<file path="src/inc/host_packet_pkg.sv">
// shared constants, codes and checksum helper for the host packet engine
package host_packet_pkg;

  // ****************************************************************
  // link timing
  // ****************************************************************
  localparam int CLOCK_HZ      = 250_000_000;
  localparam int BAUD_RATE     = 115200;
  localparam int BIT_CYCLES    = (CLOCK_HZ + BAUD_RATE / 2) / BAUD_RATE;
  localparam int DATA_BITS     = 8;
  localparam logic [3:0] STOP_INDEX = 4'h9;   // start bit, eight data bits, one stop bit
  localparam int RESP_TIME_MS  = 250;
  // margin for a report already on the wire when the deadline nears
  localparam int RESP_GUARD_MS = 1;
  localparam int RESP_CYCLES   = (RESP_TIME_MS - RESP_GUARD_MS) * (CLOCK_HZ / 1000);

  // ****************************************************************
  // packet layout
  // ****************************************************************
  localparam int CLASS_MSB = 7;
  localparam int CLASS_LSB = 6;
  localparam int CODE_W    = 6;
  localparam int LEN_W     = 5;
  localparam logic [1:0] CLASS_CMD = 2'h0;
  localparam logic [1:0] CLASS_RSP = 2'h1;
  localparam logic [1:0] CLASS_RPT = 2'h2;
  localparam logic [1:0] CLASS_ERR = 2'h3;
  localparam logic [7:0] MAX_LEN   = 8'h16;

  // ****************************************************************
  // commands and reports
  // ****************************************************************
  localparam logic [CODE_W-1:0] CMD_KEY_CFG     = 6'h17;
  localparam logic [LEN_W-1:0]  KEY_CFG_LEN     = 5'h02;
  localparam logic [7:0]        TYPE_KEY_REPORT = 8'h80;
  localparam int                NUM_KEYS        = 6;
  localparam logic [5:0]        KEY_MASK_RESET  = 6'h3f;
  localparam logic [7:0]        KEY_RELEASE_OFS = 8'h06;

  // ****************************************************************
  // checksum: reflected 16-bit crc
  // ****************************************************************
  localparam logic [15:0] CRC_INIT = 16'hffff;
  localparam logic [15:0] CRC_POLY = 16'h8408;

  function automatic logic [15:0] crc_byte(input logic [15:0] crc, input logic [7:0] data);
    logic [15:0] c;
    c = crc ^ {8'h00, data};
    for (int i = 0; i < 8; i++) begin
      c = c[0] ? ((c >> 1) ^ CRC_POLY) : (c >> 1);
    end
    return c;
  endfunction

endpackage

</file>
<file path="src/serial_char_port.sv">
// byte-wide asynchronous serial receiver and transmitter, 8n1
`timescale 1ns/1ns
`default_nettype none

module serial_char_port #(
  parameter int BIT_CYCLES = 2170
) (
  input  wire logic       i_clock,
  input  wire logic       i_rstn,
  input  wire logic       i_rxd,
  output logic            o_txd,
  output logic            o_rx_valid,
  output logic [7:0]      o_rx_data,
  input  wire logic       i_tx_valid,
  input  wire logic [7:0] i_tx_data,
  output logic            o_tx_ready
);
  import host_packet_pkg::*;

  localparam int CW = $clog2(BIT_CYCLES + 1);
  localparam logic [CW-1:0] FULL = CW'(BIT_CYCLES - 1);
  localparam logic [CW-1:0] HALF = CW'(BIT_CYCLES / 2 - 1);

  // ****************************************************************
  // receiver
  // ****************************************************************
  logic          rx_busy;
  logic [CW-1:0] rx_cnt;
  logic [3:0]    rx_bit;
  logic [7:0]    rx_shift;
  wire           rx_tick = rx_busy && (rx_cnt == '0);

  // sample mid-bit; a start bit that is gone at mid-bit is a glitch, a low stop bit drops the byte
  always_ff @(posedge i_clock) begin
    if (!i_rstn) begin
      rx_busy    <= 1'b0;
      rx_cnt     <= '0;
      rx_bit     <= 4'h0;
      rx_shift   <= 8'h00;
      o_rx_valid <= 1'b0;
      o_rx_data  <= 8'h00;
    end else begin
      o_rx_valid <= 1'b0;
      if (!rx_busy) begin
        if (!i_rxd) begin
          rx_busy <= 1'b1;
          rx_cnt  <= HALF;
          rx_bit  <= 4'h0;
        end
      end else if (rx_tick) begin
        rx_cnt <= FULL;
        rx_bit <= rx_bit + 4'h1;
        if (rx_bit == 4'h0 && i_rxd) begin
          rx_busy <= 1'b0;
        end else if (rx_bit == STOP_INDEX) begin
          rx_busy    <= 1'b0;
          o_rx_valid <= i_rxd;
          o_rx_data  <= rx_shift;
        end else if (rx_bit != 4'h0) begin
          rx_shift <= {i_rxd, rx_shift[7:1]};
        end
      end else begin
        rx_cnt <= rx_cnt - 1'b1;
      end
    end
  end

  // ****************************************************************
  // transmitter
  // ****************************************************************
  logic          tx_busy;
  logic [CW-1:0] tx_cnt;
  logic [3:0]    tx_bit;
  logic [7:0]    tx_shift;

  assign o_tx_ready = !tx_busy;

  // lsb first; ones shifted in behind the data form the stop bit
  always_ff @(posedge i_clock) begin
    if (!i_rstn) begin
      tx_busy  <= 1'b0;
      tx_cnt   <= '0;
      tx_bit   <= 4'h0;
      tx_shift <= 8'hff;
      o_txd    <= 1'b1;
    end else if (!tx_busy) begin
      if (i_tx_valid) begin
        tx_busy  <= 1'b1;
        tx_cnt   <= FULL;
        tx_bit   <= 4'h0;
        tx_shift <= i_tx_data;
        o_txd    <= 1'b0;
      end
    end else if (tx_cnt == '0) begin
      tx_cnt <= FULL;
      if (tx_bit == STOP_INDEX) begin
        tx_busy <= 1'b0;
      end else begin
        o_txd    <= tx_shift[0];
        tx_shift <= {1'b1, tx_shift[7:1]};
        tx_bit   <= tx_bit + 4'h1;
      end
    end else begin
      tx_cnt <= tx_cnt - 1'b1;
    end
  end

endmodule

`default_nettype wire

</file>
<file path="src/host_packet_protocol_engine.sv">
// device-side packet framer: receive, check, acknowledge and report over the serial link
`timescale 1ns/1ns
`default_nettype none

module host_packet_protocol_engine #(
  parameter int RESP_CYCLES = host_packet_pkg::RESP_CYCLES,
  parameter int BIT_CYCLES  = host_packet_pkg::BIT_CYCLES
) (
  input  wire logic                                i_clock,
  input  wire logic                                i_rstn,
  input  wire logic                                i_rxd,
  output logic                                     o_txd,
  input  wire logic [host_packet_pkg::NUM_KEYS-1:0] i_key_press,
  input  wire logic [host_packet_pkg::NUM_KEYS-1:0] i_key_release,
  output logic                                     o_pay_valid,
  output logic [7:0]                               o_pay_data,
  output logic [host_packet_pkg::LEN_W-1:0]         o_pay_index,
  output logic                                     o_cmd_valid,
  output logic [host_packet_pkg::CODE_W-1:0]        o_cmd_code,
  output logic [host_packet_pkg::LEN_W-1:0]         o_cmd_len,
  input  wire logic                                i_ack_valid,
  input  wire logic                                i_ack_error,
  output logic                                     o_busy
);
  import host_packet_pkg::*;

  // ****************************************************************
  // serial character port
  // ****************************************************************
  logic       rx_valid;
  logic [7:0] rx_data;
  logic       port_valid;
  logic [7:0] port_data;
  logic       port_ready;

  serial_char_port #(
    .BIT_CYCLES (BIT_CYCLES)
  ) u_port (
    .i_clock    (i_clock),
    .i_rstn     (i_rstn),
    .i_rxd      (i_rxd),
    .o_txd      (o_txd),
    .o_rx_valid (rx_valid),
    .o_rx_data  (rx_data),
    .i_tx_valid (port_valid),
    .i_tx_data  (port_data),
    .o_tx_ready (port_ready)
  );

  // ****************************************************************
  // receive parser
  // ****************************************************************
  typedef enum logic [4:0] {
    R_TYPE = 5'b00001,
    R_LEN  = 5'b00010,
    R_DATA = 5'b00100,
    R_CRCL = 5'b01000,
    R_CRCH = 5'b10000
  } rx_state_t;

  rx_state_t        rx_state;
  logic [7:0]       rx_type;
  logic [LEN_W-1:0] rx_len;
  logic [LEN_W-1:0] rx_idx;
  logic [15:0]      rx_crc;
  logic [7:0]       rx_crc_lo;
  logic [7:0]       rx_pay0;
  logic [7:0]       rx_pay1;
  logic             pkt_good;

  wire [15:0] rx_crc_next = crc_byte(rx_state == R_TYPE ? CRC_INIT : rx_crc, rx_data);
  wire        len_bad     = rx_data > MAX_LEN;
  wire        last_data   = rx_idx == rx_len - 1'b1;
  wire [15:0] rx_crc_got  = {rx_data, rx_crc_lo};
  wire        crc_ok      = rx_crc_got == ~rx_crc;

  always_ff @(posedge i_clock) begin
    if (!i_rstn) begin
      rx_state  <= R_TYPE;
      rx_type   <= 8'h00;
      rx_len    <= '0;
      rx_idx    <= '0;
      rx_crc    <= CRC_INIT;
      rx_crc_lo <= 8'h00;
      rx_pay0   <= 8'h00;
      rx_pay1   <= 8'h00;
      pkt_good  <= 1'b0;
    end else begin
      pkt_good <= 1'b0;
      if (rx_valid) begin
        unique case (rx_state)
          R_TYPE: begin
            rx_type  <= rx_data;
            rx_crc   <= rx_crc_next;
            rx_state <= R_LEN;
          end
          R_LEN: begin
            rx_len   <= rx_data[LEN_W-1:0];
            rx_crc   <= rx_crc_next;
            rx_idx   <= '0;
            if (len_bad) begin
              rx_state <= R_TYPE;
            end else if (rx_data == 8'h00) begin
              rx_state <= R_CRCL;
            end else begin
              rx_state <= R_DATA;
            end
          end
          R_DATA: begin
            rx_crc <= rx_crc_next;
            rx_idx <= rx_idx + 1'b1;
            if (rx_idx == '0) begin
              rx_pay0 <= rx_data;
            end
            if (rx_idx == 5'h01) begin
              rx_pay1 <= rx_data;
            end
            if (last_data) begin
              rx_state <= R_CRCL;
            end
          end
          R_CRCL: begin
            rx_crc_lo <= rx_data;
            rx_state  <= R_CRCH;
          end
          R_CRCH: begin
            pkt_good <= crc_ok;
            rx_state <= R_TYPE;
          end
        endcase
      end
    end
  end

  // payload bytes are shown as they arrive; only o_cmd_valid vouches for them
  always_ff @(posedge i_clock) begin
    if (!i_rstn) begin
      o_pay_valid <= 1'b0;
      o_pay_data  <= 8'h00;
      o_pay_index <= '0;
    end else begin
      o_pay_valid <= rx_valid && (rx_state == R_DATA);
      if (rx_valid && rx_state == R_DATA) begin
        o_pay_data  <= rx_data;
        o_pay_index <= rx_idx;
      end
    end
  end

  // ****************************************************************
  // command handling
  // ****************************************************************
  typedef enum logic [2:0] {
    C_IDLE = 3'b001,
    C_USER = 3'b010,
    C_RESP = 3'b100
  } cmd_state_t;

  localparam int TW = $clog2(RESP_CYCLES + 1);
  localparam logic [TW-1:0] RESP_LAST = TW'(RESP_CYCLES - 1);

  cmd_state_t        cmd_state;
  logic [7:0]        rsp_type;
  logic [TW-1:0]     resp_timer;
  logic [NUM_KEYS-1:0] press_mask;
  logic [NUM_KEYS-1:0] release_mask;
  logic              rsp_taken;

  wire [1:0]        pkt_class = rx_type[CLASS_MSB:CLASS_LSB];
  wire [CODE_W-1:0] pkt_code  = rx_type[CODE_W-1:0];
  // only class 0 is a command
  wire              is_cmd    = pkt_class == CLASS_CMD;
  wire              is_keycfg = is_cmd && (pkt_code == CMD_KEY_CFG);
  wire              keycfg_ok = is_keycfg && (rx_len == KEY_CFG_LEN);
  // a packet arriving while a command is still open is not taken
  wire              accept    = pkt_good && (cmd_state == C_IDLE);
  wire              timed_out = resp_timer == RESP_LAST;

  assign o_busy = cmd_state != C_IDLE;

  always_ff @(posedge i_clock) begin
    if (!i_rstn) begin
      cmd_state  <= C_IDLE;
      rsp_type   <= 8'h00;
      resp_timer <= '0;
      o_cmd_valid <= 1'b0;
      o_cmd_code <= '0;
      o_cmd_len  <= '0;
    end else begin
      o_cmd_valid <= 1'b0;
      unique case (cmd_state)
        C_IDLE: begin
          resp_timer <= '0;
          if (accept) begin
            o_cmd_code <= pkt_code;
            o_cmd_len  <= rx_len;
            if (!is_cmd || (is_keycfg && !keycfg_ok)) begin
              rsp_type  <= {CLASS_ERR, pkt_code};
              cmd_state <= C_RESP;
            end else if (keycfg_ok) begin
              rsp_type  <= {CLASS_RSP, pkt_code};
              cmd_state <= C_RESP;
            end else begin
              o_cmd_valid <= 1'b1;
              cmd_state   <= C_USER;
            end
          end
        end
        C_USER: begin
          resp_timer <= resp_timer + 1'b1;
          if (i_ack_valid) begin
            rsp_type  <= {i_ack_error ? CLASS_ERR : CLASS_RSP, o_cmd_code};
            cmd_state <= C_RESP;
          end else if (timed_out) begin
            rsp_type  <= {CLASS_ERR, o_cmd_code};
            cmd_state <= C_RESP;
          end
        end
        C_RESP: begin
          if (rsp_taken) begin
            cmd_state <= C_IDLE;
          end
        end
      endcase
    end
  end

  always_ff @(posedge i_clock) begin
    if (!i_rstn) begin
      press_mask   <= KEY_MASK_RESET;
      release_mask <= KEY_MASK_RESET;
    end else if (accept && keycfg_ok) begin
      press_mask   <= rx_pay0[NUM_KEYS-1:0];
      release_mask <= rx_pay1[NUM_KEYS-1:0];
    end
  end

  // ****************************************************************
  // key event queue
  // ****************************************************************
  logic [2*NUM_KEYS-1:0] key_pend;
  logic [2*NUM_KEYS-1:0] key_clear;
  logic [7:0]            key_code;
  logic                  key_any;
  logic                  rpt_taken;

  wire [2*NUM_KEYS-1:0] key_set = {i_key_release & release_mask, i_key_press & press_mask};

  // lowest pending event goes first; codes are position plus one
  always_comb begin
    key_code = 8'h00;
    key_any  = 1'b0;
    for (int i = 2 * NUM_KEYS - 1; i >= 0; i--) begin
      if (key_pend[i]) begin
        key_code = 8'(i + 1);
        key_any  = 1'b1;
      end
    end
  end

  assign key_clear = rpt_taken ? ({{(2*NUM_KEYS-1){1'b0}}, 1'b1} << (key_code - 8'h01))
                               : '0;

  // a new event beats the clear of the same bit
  always_ff @(posedge i_clock) begin
    if (!i_rstn) begin
      key_pend <= '0;
    end else begin
      key_pend <= (key_pend & ~key_clear) | key_set;
    end
  end

  // ****************************************************************
  // transmit sequencer
  // ****************************************************************
  typedef enum logic [5:0] {
    T_IDLE = 6'b000001,
    T_TYPE = 6'b000010,
    T_LEN  = 6'b000100,
    T_DATA = 6'b001000,
    T_CRCL = 6'b010000,
    T_CRCH = 6'b100000
  } tx_state_t;

  tx_state_t        tx_state;
  logic [7:0]       tx_type;
  logic             tx_has_data;
  logic [7:0]       tx_data;
  logic [15:0]      tx_crc;

  // responses go ahead of reports, but a report already started is finished first
  assign rsp_taken  = (tx_state == T_IDLE) && (cmd_state == C_RESP);
  assign rpt_taken  = (tx_state == T_IDLE) && (cmd_state != C_RESP) && key_any;
  assign port_valid = tx_state != T_IDLE;
  wire   tx_fire    = port_valid && port_ready;

  assign port_data = (tx_state == T_TYPE) ? tx_type :
                     (tx_state == T_LEN)  ? {7'h00, tx_has_data} :
                     (tx_state == T_DATA) ? tx_data :
                     (tx_state == T_CRCL) ? ~tx_crc[7:0] :
                     (tx_state == T_CRCH) ? ~tx_crc[15:8] : 8'h00;

  always_ff @(posedge i_clock) begin
    if (!i_rstn) begin
      tx_state    <= T_IDLE;
      tx_type     <= 8'h00;
      tx_has_data <= 1'b0;
      tx_data     <= 8'h00;
      tx_crc      <= CRC_INIT;
    end else begin
      unique case (tx_state)
        T_IDLE: begin
          tx_crc <= CRC_INIT;
          if (rsp_taken) begin
            tx_type     <= rsp_type;
            tx_has_data <= 1'b0;
            tx_state    <= T_TYPE;
          end else if (rpt_taken) begin
            tx_type     <= TYPE_KEY_REPORT;
            tx_has_data <= 1'b1;
            tx_data     <= key_code;
            tx_state    <= T_TYPE;
          end
        end
        T_TYPE: if (tx_fire) begin
          tx_crc   <= crc_byte(tx_crc, port_data);
          tx_state <= T_LEN;
        end
        T_LEN: if (tx_fire) begin
          tx_crc   <= crc_byte(tx_crc, port_data);
          tx_state <= tx_has_data ? T_DATA : T_CRCL;
        end
        T_DATA: if (tx_fire) begin
          tx_crc   <= crc_byte(tx_crc, port_data);
          tx_state <= T_CRCL;
        end
        T_CRCL: if (tx_fire) begin
          tx_state <= T_CRCH;
        end
        T_CRCH: if (tx_fire) begin
          tx_state <= T_IDLE;
        end
      endcase
    end
  end

endmodule

`default_nettype wire

</file>
<file path="config.mk">
export PLATFORM = sky130hd
export DESIGN_NAME = host_packet_protocol_engine
export DESIGN_NICKNAME = d
export VERILOG_FILES = /design/src/inc/host_packet_pkg.sv /design/src/serial_char_port.sv /design/src/host_packet_protocol_engine.sv
export SDC_FILE = /design/constraint.sdc
export NUM_CORES = 1
export LEC_CHECK = 0
export ABC_AREA = 1
export BUFFER_PORTS_ARGS = -buffer_cell sky130_fd_sc_hd__buf_2
export CORE_MARGIN = 3
export CORE_UTILIZATION = 55
export CTS_BUF_LIST = sky130_fd_sc_hd__clkbuf_4
export CTS_CLUSTER_SIZE = 30
export DETAILED_ROUTE_END_ITERATION = 10
export GPL_ROUTABILITY_DRIVEN = 0
export PLACE_DENSITY = 0.69
export SYNTH_ARGS = -nofsm -noshare
export SYNTH_HDL_FRONTEND = slang
export SYNTH_SLANG_ARGS = --single-unit
</file>
<file path="constraint.sdc">
create_clock -name i_clock -period 4.1 [get_ports i_clock]
set_input_delay 0.82 -clock i_clock [delete_from_list [all_inputs] [get_ports i_clock]]
set_output_delay 0.82 -clock i_clock [all_outputs]
set_load 0.005 [all_outputs]
</file>
==> impl_metrics.yaml <==
timing:
  fin_crit_ns: 2.727
  timing.slew.headroom_pct: 35.62
  fmax_mhz: 366.6
  finalHoldViolations: 0
  tightest_slew_ns: 0.9646
  post-route-period-util_pct: 66.52
  rsz0062_at_grt: "false"
  setup_violations: 0
  final_max_slew_viol_count: 0
  tns_ns: 0
  fin_worst_skew_ns: 0.04140
critical_path:
  critPathTopFamily: "buffers and inverters"
  crit_path_start_kind: "register"
  worstSetupEndpointType: "output port"
  path_class: "register to output port"
  crit_required_ns: 3.28
  max_stage_delay_ns: 0.39
  crit_buf_inv: 2
  timing.rr.end: "tx_state[3]"
  reg2reg_depth: 9
  cp_cell_sequence: "nor3_1, inv_1, buf_2"
  rrSetupSlack_ns: 1.44
  path_max_fanout: 22
  slowest_stage: "inv_1"
  worst_ep_arrival_time_ns: 1.91
  reg2reg_from: "tx_state[3]"
finish:
  final_cell_mix: "nand2_1 (359), dfxtp_1 (242), inv_1 (199)"
  final_common_cell: "nand2_1"
  nets: 1772
  drive_gt1_share_pct: 14.46
  final_cells: 2060
  syn_to_final_growth_pct: 10.03
global_route:
  grt_pass1_wl_um: 48800
  grt_max_degree: 90
  antenna_found_initial: 1
  grt_pass1_vias: 10156
  grt_usage_pct: 24.36
  grt_overflow: 0
die:
  boundaryPins: 45
  rows: 53
  die_w_um: 153.7
  core_region_area_sq_um: 21220
  initial_core_util_pct: 56.53
  die_h_um: 153.7
  die_area_sq_um: 23620
synthesis:
  ys_ff_latch: 242
  yosys_warnings: 0
  yosysSeqAreaShare_pct: 40.38
  synth.avg_cell_area_sq_um: 7.132
  synth-main-ff-cell: "dfxtp_1"
  synth_edf_count: 0
  syn_inst: 1682
  ys_async_sr_fraction_pct: 0
  syn_nets: 1715
  ys_types: 58
  syn_area_sq_um: 12000
route:
  routed_wirelength_um: 29260
  drt-initial-drc-count: 717
  drc_errors: 0
  dr.pass1.iters: 7
  vias: 11047
  antenna_left: 0
  routedWlPerCell_um: 14.20
  via_per_inst: 5.363
power:
  ir_worst_vdd_v: 0.0003325
  powerDensity_nw_per_um2: 504.1
  leakagePower_uw: 0.005727
clocking:
  h-tree-depth: 3
  tritoncts: "done"
  clkTransAtPathRegs_ns: 0.06
  clockRootBuffer: "clkbuf_4"
  cts_inserted_buffers: 66
  clkLatencyLatePin_ns: 0.68
  cts_resized: 0
  cts_buffer_depth: 3
  postCtsHoldBufs: 0
  cts_setup_buffers: 0
  clock-sinks: 242
outcome:
  status: "finished, final reports clean"
worst_hold_path:
  hp-start: "i_key_press[2]"
  hold_path.class: "primary input to register"
  hold_depth: 3
  hold_path_end: "key_pend[2]"
job:
  drv_cap: 0
placement:
  hpwlAfterDp_um: 20220
  io_buffers: 44
  place_inst: 1946
==> kinds of logic after synthesis <==
logic type	synth area share [%]
AND/OR/NAND/NOR	28.37
AO/OA/AOI/OAI	17.23
buffers and inverters	9.522
flip-flops	40.38
XOR/XNOR	2.826
adder cells (fa/ha/maj)	1.669
==> worst register-to-register path, delay by kind of cell (launching register included) <==
| family | cells | cell delay, ns |
|---|---|---|
| AO/OA/AOI/OAI | 2 | 0.23 |
| flip-flops | 1 | 0.36 |
| AND/OR/NAND/NOR | 7 | 2.00 |
==> worst max path at each step <==
| stage | endpoint | slack (ns) | from | cells after the start |
|---|---|---|---|---|
| 2_1_floorplan | key_pend[8] | 2.18 | key_pend[8] | 18 |
| 4_1_cts | o_busy | 1.32 | cmd_state[0] | 4 |
| 5_1_grt | o_busy | 1.20 | cmd_state[0] | 4 |
| 6_report | o_busy | 1.37 | cmd_state[1] | 3 |
| 3_3_place_gp | tx_state[3] | 1.67 | tx_state[2] | 9 |
| 3_5_place_dp | tx_state[3] | 1.53 | tx_state[2] | 9 |
==> layout make-up <==
cell class,instances,area [sq um]
fillers,2083,8020
inverters,226,854.6
flip-flops and latches,242,4845
clock buffers,92,690.7
well taps,275,344.1
diodes,1,2.502
repair buffers,50,267.8
clock inverters,21,186.4
multi-input cells,1153,6010
==> state kept, by name, indices dropped and copies added, names as in the netlist, 6 cells and up <==
register	count
resp_timer	26
rx_crc	16
tx_crc	16
key_pend	12
u_port.rx_cnt	12
u_port.tx_cnt	12
o_pay_data	8
rsp_type	8
rx_crc_lo	8
rx_type	8
tx_type	8
u_port.o_rx_data	8
u_port.rx_shift	8
u_port.tx_shift	8
o_cmd_code	6
press_mask	6
release_mask	6
rx_pay0	6
rx_pay1	6
tx_state	6
==> power breakdown <==
group | leakage [uW] | internal [uW] | switching (uW)
Sequential | 0.00197 | 2570 | 152
Clock | 0.000514 | 1290 | 997
Combinational | 0.00325 | 503 | 1150
==> Yosys cell counts, types with 4 or more instances <==
library cell | n | share of area, %
ha_1 | 16 | 1.7
o2111ai_1 | 4 | 0.29
nand3_2 | 12 | 1.0
nor2_1 | 120 | 3.8
buf_6 | 4 | 0.38
nor2_2 | 10 | 0.52
nand4_1 | 29 | 1.5
or2_2 | 8 | 0.42
xor2_1 | 22 | 1.6
clkbuf_1 | 39 | 1.2
xnor2_1 | 13 | 0.95
nand2_2 | 22 | 1.1
nand2_4 | 8 | 0.75
dfxtp_1 | 242 | 40
inv_2 | 23 | 0.72
nor2_4 | 10 | 0.94
nand2_1 | 359 | 11
nand3_1 | 97 | 4.0
nand3b_1 | 5 | 0.31
o211ai_1 | 14 | 0.88
nor4_1 | 7 | 0.37
o21ai_1 | 23 | 0.96
buf_2 | 11 | 0.46
a21oi_1 | 159 | 6.6
nor3_1 | 29 | 1.2
o21ai_0 | 117 | 4.9
a211oi_1 | 21 | 1.3
a31oi_1 | 5 | 0.26
inv_1 | 199 | 6.2
buf_4 | 4 | 0.25
o22ai_1 | 6 | 0.31
==> per-layer routing <==
| layer | up-vias | track usage, % | wire length [um] |
|---|---|---|---|
| met5 | - | 0 | 0 |
| met4 | 0 | 6.854 | 499 |
| met3 | 58 | 5.066 | 1787 |
| met2 | 285 | 37.23 | 12730 |
| met1 | 5013 | 35.08 | 14240 |
| li1 | 5691 | - | - |
==> metrics by stage <==
| stage | hold WS [ns] | utilization, % | power [uW] | instance area [sq um] | worst slack, ns |
|---|---|---|---|---|---|
| after global placement | 0.4399 | 58.06 | 4366 | 12320 | 1.674 |
| after detailed placement | 0.4476 | 58.06 | 4397 | 12320 | 1.532 |
| after floorplan | 0.4256 | - | 4099 | 12000 | 2.182 |
| final | 0.4155 | 62.21 | 6654 | 13200 | 1.373 |
| after global routing | 0.3915 | 62.21 | 7099 | 13200 | 1.196 |
| after CTS | 0.3725 | 62.19 | 6705 | 13200 | 1.316 |
Power figures use the tool's default switching activity.
